<file path="src/ssd_params.svh">
// Register map, field positions, reset values and divisor codes of the SPI status and data unit.
// Assumes a 32-bit APB slave in which each register takes one aligned word.
`ifndef SSD_PARAMS_SVH
`define SSD_PARAMS_SVH

// Register indices; the byte address is four times the index.
`define SSD_IDX_CTRL       6'h10
`define SSD_IDX_STAT       6'h11
`define SSD_IDX_DATA       6'h12
`define SSD_ADDR_CTRL      ({`SSD_IDX_CTRL, 2'b00})
`define SSD_ADDR_STAT      ({`SSD_IDX_STAT, 2'b00})
`define SSD_ADDR_DATA      ({`SSD_IDX_DATA, 2'b00})

// Control register fields.
`define SSD_CTRL_RXIE      7
`define SSD_CTRL_MSTR      5
`define SSD_CTRL_SPE       1
`define SSD_CTRL_TXIE      0
`define SSD_CTRL_RESET     8'h20

// Status and control register fields.
`define SSD_STAT_RXF       7
`define SSD_STAT_ERROR_IRQ_ENABLE     6
`define SSD_STAT_OVR       5
`define SSD_STAT_MODE_FAULT_FLAG      4
`define SSD_STAT_TXE       3
`define SSD_STAT_MFEN      2
`define SSD_STAT_BDHI      1
`define SSD_STAT_BDLO      0
`define SSD_STAT_WMASK     8'h47

// Baud divisor for each select code.
`define SSD_BD_CODE0       8'h02
`define SSD_BD_CODE1       8'h08
`define SSD_BD_CODE2       8'h20
`define SSD_BD_CODE3       8'h80

// Bits of a transfer and idle pin levels {ss_n, sclk, mosi, miso}.
`define SSD_BITS_LAST      3'h7
`define SSD_PIN_IDLE       4'h8

`endif

</file>
<file path="src/ssd_pkg.sv">
// Types shared by the SPI status and data unit.
// Assumes ssd_params.svh supplies every numeric constant.
package ssd_pkg;

    typedef logic [7:0] ssd_byte_t;

    typedef enum logic [0:0] {
        SSD_M_IDLE,
        SSD_M_RUN
    } ssd_mstate_t;

endpackage

</file>
<file path="src/ssd_core.sv">
// SPI status, error flags, baud select and data buffers behind an APB slave.
// Assumes pin inputs are asynchronous to pclk and the pad logic resolves the enables.
//
// The APB register port was left to the implementer.
`timescale 1ns/100ps
`include "ssd_params.svh"

// Overview of operation
// - Completed byte sets receive full, may interrupt.
// - Any data read clears receive full.
// - Error enable gates overrun and fault interrupts.
// - Overrun keeps old byte, drops new one.
// - Overrun clears by status read, data read.
// - Fault on slave select misuse by mode.
// - Fault clears by status read, data write.
// - Buffer-to-shifter transfer sets transmit empty.
// - Idle shifter takes written byte within two cycles.
// - Busy slave shifter waits for transfer end.
// - Reset sets transmit empty, clears receive full.
// - Fault sets only with fault enable high.
// - Master without fault enable frees select pin.
// - Slave always uses select pin as input.
// - Baud code picks divisor 2, 8, 32, 128.
// - Serial clock is base over twice divisor.
// - Data writes transmit, reads receive buffer.
// - Data buffers have no reset value.
// - Deselected slave floats output, ignores clocks.
// - Master select resets to master mode.
module ssd_core
    import ssd_pkg::*;
(
    // Clock and reset
    input  wire logic        pclk,
    input  wire logic        presetn,
    // APB slave
    input  wire logic        psel,
    input  wire logic        penable,
    input  wire logic        pwrite,
    input  wire logic [7:0]  paddr,
    input  wire logic [31:0] pwdata,
    input  wire logic [3:0]  pstrb,
    output logic      [31:0] prdata,
    output logic             pready,
    output logic             pslverr,
    // Interrupt request to the CPU
    output logic             irq_request,
    // Serial clock pin
    input  wire logic        sclk_in,
    output logic             sclk_out,
    output logic             sclk_oe,
    // Master-out slave-in pin
    input  wire logic        mosi_in,
    output logic             mosi_out,
    output logic             mosi_oe,
    // Master-in slave-out pin
    input  wire logic        miso_in,
    output logic             miso_out,
    output logic             miso_oe,
    // Slave select pin and its ownership
    input  wire logic        ss_n_in,
    output logic             ss_pin_is_gpio
);

    // Divisor for a baud select code.
    function automatic logic [7:0] baud_div(input logic [1:0] sel);
        unique case (sel)
            2'b00: baud_div = `SSD_BD_CODE0;
            2'b01: baud_div = `SSD_BD_CODE1;
            2'b10: baud_div = `SSD_BD_CODE2;
            2'b11: baud_div = `SSD_BD_CODE3;
        endcase
    endfunction

    logic [7:0]  ctrl_reg;
    logic        error_irq_enable, mode_fault_enable;
    logic [1:0]  baud_sel;
    logic        rx_full_flag, overrun_flag, mode_fault_flag, tx_full_reg, ovr_armed_reg, mode_fault_flag_armed_reg;
    ssd_byte_t   tx_buf_reg, rx_buf_reg, shift_reg;
    logic        rx_bit_reg;
    logic [2:0]  bit_cnt_reg;
    logic        slave_busy;
    ssd_mstate_t mstate_reg;
    logic        sclk_reg;
    logic [3:0]  sync1_reg, sync2_reg, sync3_reg, pin_s_reg, pin_d_reg;
    logic [31:0] prdata_reg;
    logic        tick;

    // Decoded controls, bus strobes, synchronised pins and events.
    logic        rx_irq_enable, tx_irq_enable, master_select, spi_enable, tx_empty_flag;
    logic        acc, wr_ctrl, wr_stat, wr_data, rd_stat, rd_data, mapped, is_master, is_slave;
    logic        ss_s, sclk_s, mosi_s, miso_s, slave_rise, slave_fall, ss_rise;
    logic        load_shifter, byte_done, mode_fault_flag_set;

    assign rx_irq_enable = ctrl_reg[`SSD_CTRL_RXIE];
    assign tx_irq_enable = ctrl_reg[`SSD_CTRL_TXIE];
    assign master_select = ctrl_reg[`SSD_CTRL_MSTR];
    assign spi_enable    = ctrl_reg[`SSD_CTRL_SPE];
    assign tx_empty_flag = !tx_full_reg;
    assign is_master     = spi_enable && master_select;
    assign is_slave      = spi_enable && !master_select;

    // Bus decode; the slave never waits, so every access completes in its first access cycle.
    assign acc     = psel && penable;
    assign mapped  = (paddr == `SSD_ADDR_CTRL) || (paddr == `SSD_ADDR_STAT) || (paddr == `SSD_ADDR_DATA);
    assign wr_ctrl = acc && pwrite && pstrb[0] && (paddr == `SSD_ADDR_CTRL);
    assign wr_stat = acc && pwrite && pstrb[0] && (paddr == `SSD_ADDR_STAT);
    assign wr_data = acc && pwrite && pstrb[0] && (paddr == `SSD_ADDR_DATA);
    assign rd_stat = acc && !pwrite && (paddr == `SSD_ADDR_STAT);
    assign rd_data = acc && !pwrite && (paddr == `SSD_ADDR_DATA);
    assign pready  = 1'b1;
    assign pslverr = acc && !mapped;
    assign prdata  = prdata_reg;

    // Read data is latched in the setup cycle so it comes from a flop yet is ready at once.
    always_ff @(posedge pclk or negedge presetn) begin
        if (!presetn) begin
            prdata_reg <= 32'h0000_0000;
        end else if (psel && !penable && !pwrite) begin
            if (paddr == `SSD_ADDR_CTRL) begin
                prdata_reg <= {24'h00_0000, ctrl_reg};
            end else if (paddr == `SSD_ADDR_STAT) begin
                prdata_reg <= {24'h00_0000, rx_full_flag, error_irq_enable, overrun_flag, mode_fault_flag,
                               tx_empty_flag, mode_fault_enable, baud_sel};
            end else if (paddr == `SSD_ADDR_DATA) begin
                prdata_reg <= {24'h00_0000, rx_buf_reg};
            end else begin
                prdata_reg <= 32'h0000_0000;
            end
        end
    end

    // Control register; the port starts as a master.
    always_ff @(posedge pclk or negedge presetn) begin
        if (!presetn) begin
            ctrl_reg <= `SSD_CTRL_RESET;
        end else if (wr_ctrl) begin
            ctrl_reg <= pwdata[7:0] & 8'ha3;
        end
    end

    // Writable status bits: error enable, fault enable and baud select.
    always_ff @(posedge pclk or negedge presetn) begin
        if (!presetn) begin
            error_irq_enable  <= 1'b0;
            mode_fault_enable <= 1'b0;
            baud_sel          <= 2'b00;
        end else if (wr_stat) begin
            error_irq_enable  <= pwdata[`SSD_STAT_ERROR_IRQ_ENABLE];
            mode_fault_enable <= pwdata[`SSD_STAT_MFEN];
            baud_sel          <= pwdata[`SSD_STAT_BDHI:`SSD_STAT_BDLO];
        end
    end

    // Pin synchronisers: a level counts only once the second and third stages agree.
    always_ff @(posedge pclk or negedge presetn) begin
        if (!presetn) begin
            sync1_reg <= `SSD_PIN_IDLE;
            sync2_reg <= `SSD_PIN_IDLE;
            sync3_reg <= `SSD_PIN_IDLE;
            pin_d_reg <= `SSD_PIN_IDLE;
        end else begin
            sync1_reg <= {ss_n_in, sclk_in, mosi_in, miso_in};
            sync2_reg <= sync1_reg;
            sync3_reg <= sync2_reg;
            pin_d_reg <= pin_s_reg;
        end
    end

    localparam logic [3:0] PIN_IDLE = `SSD_PIN_IDLE; // Reset to idle levels, so no false edge follows.
    genvar gi;
    generate
        for (gi = 0; gi < 4; gi = gi + 1) begin : g_pin
            always_ff @(posedge pclk or negedge presetn) begin
                if (!presetn) begin
                    pin_s_reg[gi] <= PIN_IDLE[gi];
                end else if (sync2_reg[gi] == sync3_reg[gi]) begin
                    pin_s_reg[gi] <= sync3_reg[gi];
                end
            end
        end
    endgenerate

    assign ss_s   = pin_s_reg[3];
    assign sclk_s = pin_s_reg[2];
    assign mosi_s = pin_s_reg[1];
    assign miso_s = pin_s_reg[0];
    assign ss_rise = ss_s && !pin_d_reg[3];
    // A deselected slave sees no clock edges at all, even mid-byte.
    assign slave_rise = is_slave && !ss_s && sclk_s && !pin_d_reg[2];
    assign slave_fall = is_slave && !ss_s && !sclk_s && pin_d_reg[2];
    assign slave_busy = is_slave && (bit_cnt_reg != 3'h0);

    // Master half-period ticks; the tick rate is pclk over the divisor.
    ssd_baud_gen u_baud (
        .pclk    (pclk),
        .presetn (presetn),
        .run     (mstate_reg == SSD_M_RUN),
        .div     (baud_div(baud_sel)),
        .tick    (tick)
    );

    // A busy slave keeps its shifter, so a second write waits in the transmit buffer.
    assign load_shifter = tx_full_reg && ((is_master && mstate_reg == SSD_M_IDLE) ||
                                          (is_slave && !slave_busy));
    assign byte_done = (mstate_reg == SSD_M_RUN && tick && sclk_reg && bit_cnt_reg == `SSD_BITS_LAST) ||
                       (slave_fall && bit_cnt_reg == `SSD_BITS_LAST);

    // Fault sources: a master sees select low, a slave sees select rise mid-byte.
    assign mode_fault_flag_set = mode_fault_enable && ((is_master && !ss_s) ||
                                            (is_slave && ss_rise && bit_cnt_reg != 3'h0));

    // Master sequencer; a fault drops the byte and returns to idle.
    always_ff @(posedge pclk or negedge presetn) begin
        if (!presetn) begin
            mstate_reg <= SSD_M_IDLE;
            sclk_reg   <= 1'b0;
        end else if (!is_master || mode_fault_flag_set) begin
            mstate_reg <= SSD_M_IDLE;
            sclk_reg   <= 1'b0;
        end else begin
            unique case (mstate_reg)
                SSD_M_IDLE: begin
                    if (load_shifter) begin
                        mstate_reg <= SSD_M_RUN;
                    end
                end
                SSD_M_RUN: begin
                    if (tick) begin
                        sclk_reg <= !sclk_reg;
                        if (byte_done) begin
                            mstate_reg <= SSD_M_IDLE;
                        end
                    end
                end
            endcase
        end
    end

    // Bit counter, shared by both modes; a sample is taken on rise and shifted in on fall.
    always_ff @(posedge pclk or negedge presetn) begin
        if (!presetn) begin
            bit_cnt_reg <= 3'h0;
            rx_bit_reg  <= 1'b0;
        end else if (!spi_enable || (is_master && (mstate_reg == SSD_M_IDLE || mode_fault_flag_set))) begin
            bit_cnt_reg <= 3'h0;
        end else if ((is_master && tick && !sclk_reg) || slave_rise) begin
            rx_bit_reg <= is_master ? miso_s : mosi_s;
        end else if ((is_master && tick && sclk_reg) || slave_fall) begin
            bit_cnt_reg <= bit_cnt_reg + 3'h1;
        end
    end

    // Data storage has no reset; software must not rely on its contents.
    always_ff @(posedge pclk) begin
        if (wr_data) begin
            tx_buf_reg <= pwdata[7:0];
        end
        if (load_shifter) begin
            shift_reg <= tx_buf_reg;
        end else if ((is_master && tick && sclk_reg) || slave_fall) begin
            shift_reg <= {shift_reg[6:0], rx_bit_reg};
        end
        if (byte_done && !rx_full_flag) begin
            rx_buf_reg <= {shift_reg[6:0], rx_bit_reg};
        end
    end

    // Transmit buffer state; a write fills it and the shifter load empties it.
    always_ff @(posedge pclk or negedge presetn) begin
        if (!presetn) begin
            tx_full_reg <= 1'b0;
        end else if (wr_data) begin
            tx_full_reg <= 1'b1;
        end else if (load_shifter) begin
            tx_full_reg <= 1'b0;
        end
    end

    // Receive full: a new byte into an empty buffer wins over a data read in the same cycle.
    always_ff @(posedge pclk or negedge presetn) begin
        if (!presetn) begin
            rx_full_flag <= 1'b0;
        end else if (byte_done && !rx_full_flag) begin
            rx_full_flag <= 1'b1;
        end else if (rd_data) begin
            rx_full_flag <= 1'b0;
        end
    end

    // Overrun and its two-step clear; a status read arms, a data read completes.
    always_ff @(posedge pclk or negedge presetn) begin
        if (!presetn) begin
            overrun_flag  <= 1'b0;
            ovr_armed_reg <= 1'b0;
        end else begin
            if (byte_done && rx_full_flag) begin
                overrun_flag <= 1'b1;
            end else if (rd_data && ovr_armed_reg) begin
                overrun_flag <= 1'b0;
            end
            if (rd_stat && overrun_flag) begin
                ovr_armed_reg <= 1'b1;
            end else if (rd_data) begin
                ovr_armed_reg <= 1'b0;
            end
        end
    end

    // Mode fault and its clear; the fault enable gates setting only, never clearing.
    always_ff @(posedge pclk or negedge presetn) begin
        if (!presetn) begin
            mode_fault_flag <= 1'b0;
            mode_fault_flag_armed_reg  <= 1'b0;
        end else begin
            if (mode_fault_flag_set) begin
                mode_fault_flag <= 1'b1;
            end else if (wr_data && mode_fault_flag_armed_reg) begin
                mode_fault_flag <= 1'b0;
            end
            if (rd_stat && mode_fault_flag) begin
                mode_fault_flag_armed_reg <= 1'b1;
            end else if (wr_data) begin
                mode_fault_flag_armed_reg <= 1'b0;
            end
        end
    end

    // Interrupt request and pin drive.
    assign irq_request = (rx_irq_enable && rx_full_flag) || (tx_irq_enable && tx_empty_flag) ||
                         (error_irq_enable && (overrun_flag || mode_fault_flag));
    assign sclk_out = sclk_reg;
    assign sclk_oe  = is_master;
    assign mosi_out = shift_reg[7];
    assign mosi_oe  = is_master;
    assign miso_out = shift_reg[7];
    assign miso_oe  = is_slave && !ss_s;
    assign ss_pin_is_gpio = !spi_enable || (is_master && !mode_fault_enable);

    // Checks next to the logic they guard.
    chk_rx_full_set: assert property (@(posedge pclk) disable iff (!presetn)
        byte_done && !rx_full_flag |=> rx_full_flag) else $error("receive full not set");
    chk_rx_full_clr: assert property (@(posedge pclk) disable iff (!presetn)
        rd_data && !byte_done |=> !rx_full_flag) else $error("receive full not cleared");
    chk_err_irq_gate: assert property (@(posedge pclk) disable iff (!presetn)
        error_irq_enable && (overrun_flag || mode_fault_flag) |-> irq_request) else $error("error irq missing");
    chk_overrun_keep: assert property (@(posedge pclk) disable iff (!presetn)
        byte_done && rx_full_flag |=> overrun_flag && $stable(rx_buf_reg)) else $error("overrun wrong");
    chk_overrun_clear: assert property (@(posedge pclk) disable iff (!presetn)
        $fell(overrun_flag) |-> $past(rd_data) && $past(ovr_armed_reg)) else $error("overrun cleared early");
    chk_mode_fault_flag_clear: assert property (@(posedge pclk) disable iff (!presetn)
        $fell(mode_fault_flag) |-> $past(wr_data) && $past(mode_fault_flag_armed_reg)) else $error("fault cleared early");
    chk_mode_fault_flag_enable: assert property (@(posedge pclk) disable iff (!presetn)
        $rose(mode_fault_flag) |-> $past(mode_fault_enable)) else $error("fault set while disabled");
    chk_master_fault: assert property (@(posedge pclk) disable iff (!presetn)
        is_master && mode_fault_enable && !ss_s |=> mode_fault_flag && mstate_reg == SSD_M_IDLE)
        else $error("master fault missed");
    chk_tx_refill: assert property (@(posedge pclk) disable iff (!presetn)
        wr_data && is_master && mstate_reg == SSD_M_IDLE |-> ##[1:2] tx_empty_flag) else $error("no refill");
    chk_slave_hold: assert property (@(posedge pclk) disable iff (!presetn)
        slave_busy |-> !load_shifter) else $error("busy slave reloaded");
    chk_miso_float: assert property (@(posedge pclk) disable iff (!presetn)
        ss_s || master_select |-> !miso_oe) else $error("miso driven while deselected");
    cov_master_byte: cover property (@(posedge pclk) disable iff (!presetn) is_master && byte_done);
    cov_slave_byte: cover property (@(posedge pclk) disable iff (!presetn) is_slave && byte_done);
    cov_overrun: cover property (@(posedge pclk) disable iff (!presetn) $rose(overrun_flag));
    cov_fault_clear: cover property (@(posedge pclk) disable iff (!presetn) $fell(mode_fault_flag));

endmodule // ssd_core

</file>
<file path="src/ssd_baud_gen.sv">
// Half-period tick generator for the master serial clock.
// Assumes div is at least two and stays steady while run is high.
`timescale 1ns/100ps
module ssd_baud_gen (
    // Clock and reset
    input  wire logic       pclk,
    input  wire logic       presetn,
    // Control
    input  wire logic       run,
    input  wire logic [7:0] div,
    // Tick out, one cycle every div cycles
    output logic            tick
);

    logic [7:0] cnt_reg;

    // Counter restarts whenever the master is idle, so every byte starts with a full half period.
    always_ff @(posedge pclk or negedge presetn) begin
        if (!presetn) begin
            cnt_reg <= 8'h00;
        end else if (!run || tick) begin
            cnt_reg <= 8'h00;
        end else begin
            cnt_reg <= cnt_reg + 8'h01;
        end
    end

    assign tick = run && (cnt_reg == div - 8'h01);

endmodule // ssd_baud_gen

</file>
<file path="config.mk">
export PLATFORM = sky130hd
export DESIGN_NAME = ssd_core
export DESIGN_NICKNAME = d
export VERILOG_FILES = /design/src/ssd_pkg.sv /design/src/ssd_core.sv /design/src/ssd_baud_gen.sv
export VERILOG_INCLUDE_DIRS = /design/src
export SDC_FILE = /design/constraint.sdc
export NUM_CORES = 1
export LEC_CHECK = 0
export ABC_AREA = 1
export BUFFER_PORTS_ARGS = -buffer_cell sky130_fd_sc_hd__buf_4
export CAP_MARGIN = 0
export CORE_MARGIN = 3
export CORE_UTILIZATION = 49
export CTS_BUF_LIST = sky130_fd_sc_hd__clkbuf_2
export CTS_CLUSTER_DIAMETER = 80
export CTS_CLUSTER_SIZE = 16
export DETAILED_ROUTE_END_ITERATION = 16
export PLACE_DENSITY = 0.81
export SLEW_MARGIN = 20
export SYNTH_ARGS = -nofsm -noshare
export SYNTH_HDL_FRONTEND = slang
export SYNTH_SLANG_ARGS = --single-unit
</file>
<file path="constraint.sdc">
create_clock -name pclk -period 2.49 [get_ports pclk]
set_clock_uncertainty 0.2 [all_clocks]
set_input_delay 0.3735 -clock pclk [delete_from_list [all_inputs] [get_ports pclk]]
set_output_delay 0.3735 -clock pclk [all_outputs]
set_load 0.005 [all_outputs]
</file>
==> impl_metrics.xml <==
<?xml version="1.0" encoding="UTF-8"?>
<metrics>
  <group name="detailed_routing">
    <metric name="wirelength" unit="mm">6.92</metric>
    <metric name="drt-vias-per-instance" unit="">4.86</metric>
    <metric name="routed_wire_length_per_instance" unit="um">12.7</metric>
    <metric name="via_count" unit="">2642</metric>
    <metric name="drc" unit="">0</metric>
    <metric name="dr.first_iter.drc_count" unit="">174</metric>
    <metric name="dr.pass1.iters" unit="">4</metric>
    <metric name="antenna_violating_nets_post_route" unit="">0</metric>
  </group>
  <group name="floorplanning">
    <metric name="floorplan.die_area" unit="mm2">0.00839</metric>
    <metric name="die_width" unit="um">91.6</metric>
    <metric name="dieHeight" unit="um">91.6</metric>
    <metric name="ios" unit="">95</metric>
    <metric name="floorplan.core_area" unit="mm2">0.00694</metric>
    <metric name="initial_core_util" unit="%">51.7</metric>
    <metric name="placement_rows" unit="">30</metric>
  </group>
  <group name="finish">
    <metric name="instances_no_fill" unit="">544</metric>
    <metric name="layout.filler_cells" unit="">580</metric>
    <metric name="num_antenna_cells" unit="">0</metric>
    <metric name="drive_above_1_share" unit="%">20.8</metric>
    <metric name="syn_to_final_growth" unit="%">19.3</metric>
    <metric name="final_area" unit="mm2">0.00428</metric>
    <metric name="mostFrequentLayoutCells" unit="">96 x nand2_1, 50 x buf_4, 47 x dfrtp_1</metric>
    <metric name="layout.core_utilization" unit="%">61.7</metric>
    <metric name="fin_nets" unit="">501</metric>
    <metric name="mostFrequentLayoutCell" unit="">nand2_1</metric>
  </group>
  <group name="sta">
    <metric name="final_period_minus_worst_setup_slack" unit="ps">2390</metric>
    <metric name="slew_headroom" unit="%">55.8</metric>
    <metric name="worst_pin_slew" unit="ps">663</metric>
    <metric name="hold_viol" unit="">0</metric>
    <metric name="setup_viol" unit="">0</metric>
    <metric name="timing.final.max_slew_violations" unit="">0</metric>
    <metric name="hold_slack" unit="ps">60.4</metric>
    <metric name="max_freq" unit="MHz">419</metric>
    <metric name="period_share" unit="%">95.9</metric>
  </group>
  <group name="worst_setup_path">
    <metric name="crit_family" unit="">buffers and inverters</metric>
    <metric name="timing.setup.critical_path_class" unit="">primary input to output pin</metric>
    <metric name="cp_data_arrival_time" unit="ps">1810</metric>
    <metric name="slowest_stage" unit="">dlygate4sd3_1</metric>
    <metric name="cpMostUsedCell" unit="">buf_4</metric>
    <metric name="crit_path_max_fanout" unit="">10</metric>
    <metric name="cp_cell_sequence" unit="">dlygate4sd3_1, buf_4, inv_1, nor3_4, nor4_1, buf_4</metric>
    <metric name="timing.critical_path.buf_inv" unit="">4</metric>
    <metric name="start_kind" unit="">primary input</metric>
    <metric name="end_kind" unit="">output pin</metric>
    <metric name="timing.critical_path.slowest_cell_delay" unit="ps">540</metric>
    <metric name="worst-endpoint-required" unit="ps">1920</metric>
  </group>
  <group name="power">
    <metric name="p_leak" unit="nW">2.07</metric>
    <metric name="worst_supply_voltage_drop_on_vdd" unit="mV">0.434</metric>
    <metric name="power_density" unit="mW/mm2">546</metric>
    <metric name="power" unit="mW">2.34</metric>
  </group>
  <group name="cts">
    <metric name="cts_max_path_buffers" unit="">2</metric>
    <metric name="cts_htree_levels" unit="">3</metric>
    <metric name="insertion_delay" unit="ps">510</metric>
    <metric name="clkTransAtPathRegs" unit="ps">200</metric>
    <metric name="clkSinkCount" unit="">78</metric>
    <metric name="cts_root_buffer" unit="">clkbuf_2</metric>
    <metric name="cts_tree" unit="">done</metric>
    <metric name="cts_made_buffers" unit="">9</metric>
  </group>
  <group name="run">
    <metric name="cap_violations" unit="">0</metric>
  </group>
  <group name="grt">
    <metric name="number_of_global_route_vias_before_repair" unit="">2403</metric>
    <metric name="grt_start_max_net_pins" unit="">55</metric>
    <metric name="grt_pass1_wl" unit="mm">11.2</metric>
    <metric name="grt-ovfl-total" unit="">0</metric>
    <metric name="gr-usage-all-layers" unit="%">17.2</metric>
    <metric name="antenna_found_initial" unit="">0</metric>
  </group>
  <group name="placed_design">
    <metric name="place.detailed.instances" unit="">510</metric>
    <metric name="dp_hpwl" unit="mm">4.97</metric>
    <metric name="placedInstanceArea" unit="mm2">0.00394</metric>
    <metric name="portBuffers" unit="">42</metric>
    <metric name="gp_routability_congestion" unit="">0.921</metric>
  </group>
  <group name="logic_synthesis">
    <metric name="ys.flop_type" unit="">dfrtp_1</metric>
    <metric name="synth_sequential_area_ratio" unit="%">57.9</metric>
    <metric name="ys_ff_latch" unit="">78</metric>
    <metric name="synthesis.instances" unit="">372</metric>
    <metric name="postSynthAreaPerCell" unit="um2">9.65</metric>
    <metric name="number_of_enable_flip_flop_cells_after_synthesis" unit="">24</metric>
    <metric name="synth_area" unit="mm2">0.00359</metric>
    <metric name="synthesis.yosys.warnings" unit="">0</metric>
    <metric name="async_reset_ff_share" unit="%">69.2</metric>
    <metric name="synth.lib_cells_used.distinct" unit="">34</metric>
  </group>
  <group name="outcome">
    <metric name="outcome" unit="">finished clean</metric>
  </group>
  <group name="min_path">
    <metric name="min_path_type" unit="">primary input to register</metric>
  </group>
</metrics>
-- cell families after synthesis --
| logic type | synth area share (%) |
|---|---|
| adder cells (fa/ha/maj) | 2.86 |
| XOR/XNOR | 0.732 |
| flip-flops | 57.9 |
| multiplexers | 0.418 |
| AO/OA/AOI/OAI | 5.26 |
| AND/OR/NAND/NOR | 22.3 |
| buffers and inverters | 10.2 |
| other | 0.209 |
-- synth_stat cells (all sizes together) (5+ instances only) --
cell | count | area share (%)
a21oi | 7 | 0.98
buf | 28 | 5.9
dfrtp | 48 | 33
dfstp | 6 | 4.4
edfxtp | 24 | 20
ha | 5 | 1.7
inv | 40 | 4.2
nand2 | 103 | 11
nand3 | 20 | 2.8
nand4 | 8 | 1.4
nor2 | 34 | 3.8
nor3 | 5 | 1.6
o211ai | 5 | 1.0
o21ai | 16 | 2.2
-- power by group --
| part | switching, mW | internal (mW) |
|---|---|---|
| Clock | 0.447 | 0.348 |
| Combinational | 0.0809 | 0.0827 |
| Sequential | 0.0218 | 1.36 |
-- what timing repair did --
action	4_1_cts	5_1_grt
endpoints found under the hold margin	72	0
endpoints found under the setup margin	0	17
resized for setup	0	8
buffers inserted	0	3
hold buffers	15	0
-- per-layer routing --
| layer | GRT usage (%) | up-vias | share of wire, % |
|---|---|---|---|
| met5 | 0 | - | 0 |
| met4 | 7.54 | 0 | 1.8 |
| met3 | 3.31 | 13 | 5.8 |
| met2 | 27.3 | 89 | 50 |
| met1 | 22.8 | 1242 | 42 |
| li1 | - | 1298 | - |
-- layout make-up --
type	count	area, um2	area share, %
inverters	42	158	3.68
clock buffers	10	50.0	1.17
flip-flops and latches	78	2080	48.6
repair buffers	65	526	12.3
multi-input cells	247	1250	29.3
well taps	96	120	2.80
clock inverters	6	95.1	2.22
-- stage by stage --
step,setup TNS [ps],worst slack [ps]
floorplan,0,149
global placement,0,123
detailed placement,0,41.9
CTS,0,9.58
global route,-21.6,-7.27
finish,0,102
-- worst paths after layout --
check	startpoint	end	slack [ps]	cells after the start
worst max register to register	baud_sel[0]	rx_buf_reg[3]	190	12
worst min register to register	sync1_reg[3]	sync2_reg[3]	170	0
min in group asynchronous	presetn	error_irq_enable	160	2
worst max-delay path	paddr[2]	pslverr	100	6
max in group asynchronous	presetn	baud_sel[0]	1420	2
worst min-delay path	psel	ovr_armed_reg	60	5
-- worst register-to-register path: cells and delay by family (launching register included) --
family / cells / cell delay (ps)
simple gates: 8 / 810
fa+ha+maj: 1 / 270
buf+inv: 3 / 290
flops: 1 / 480
(Power assumes the default switching activity.)
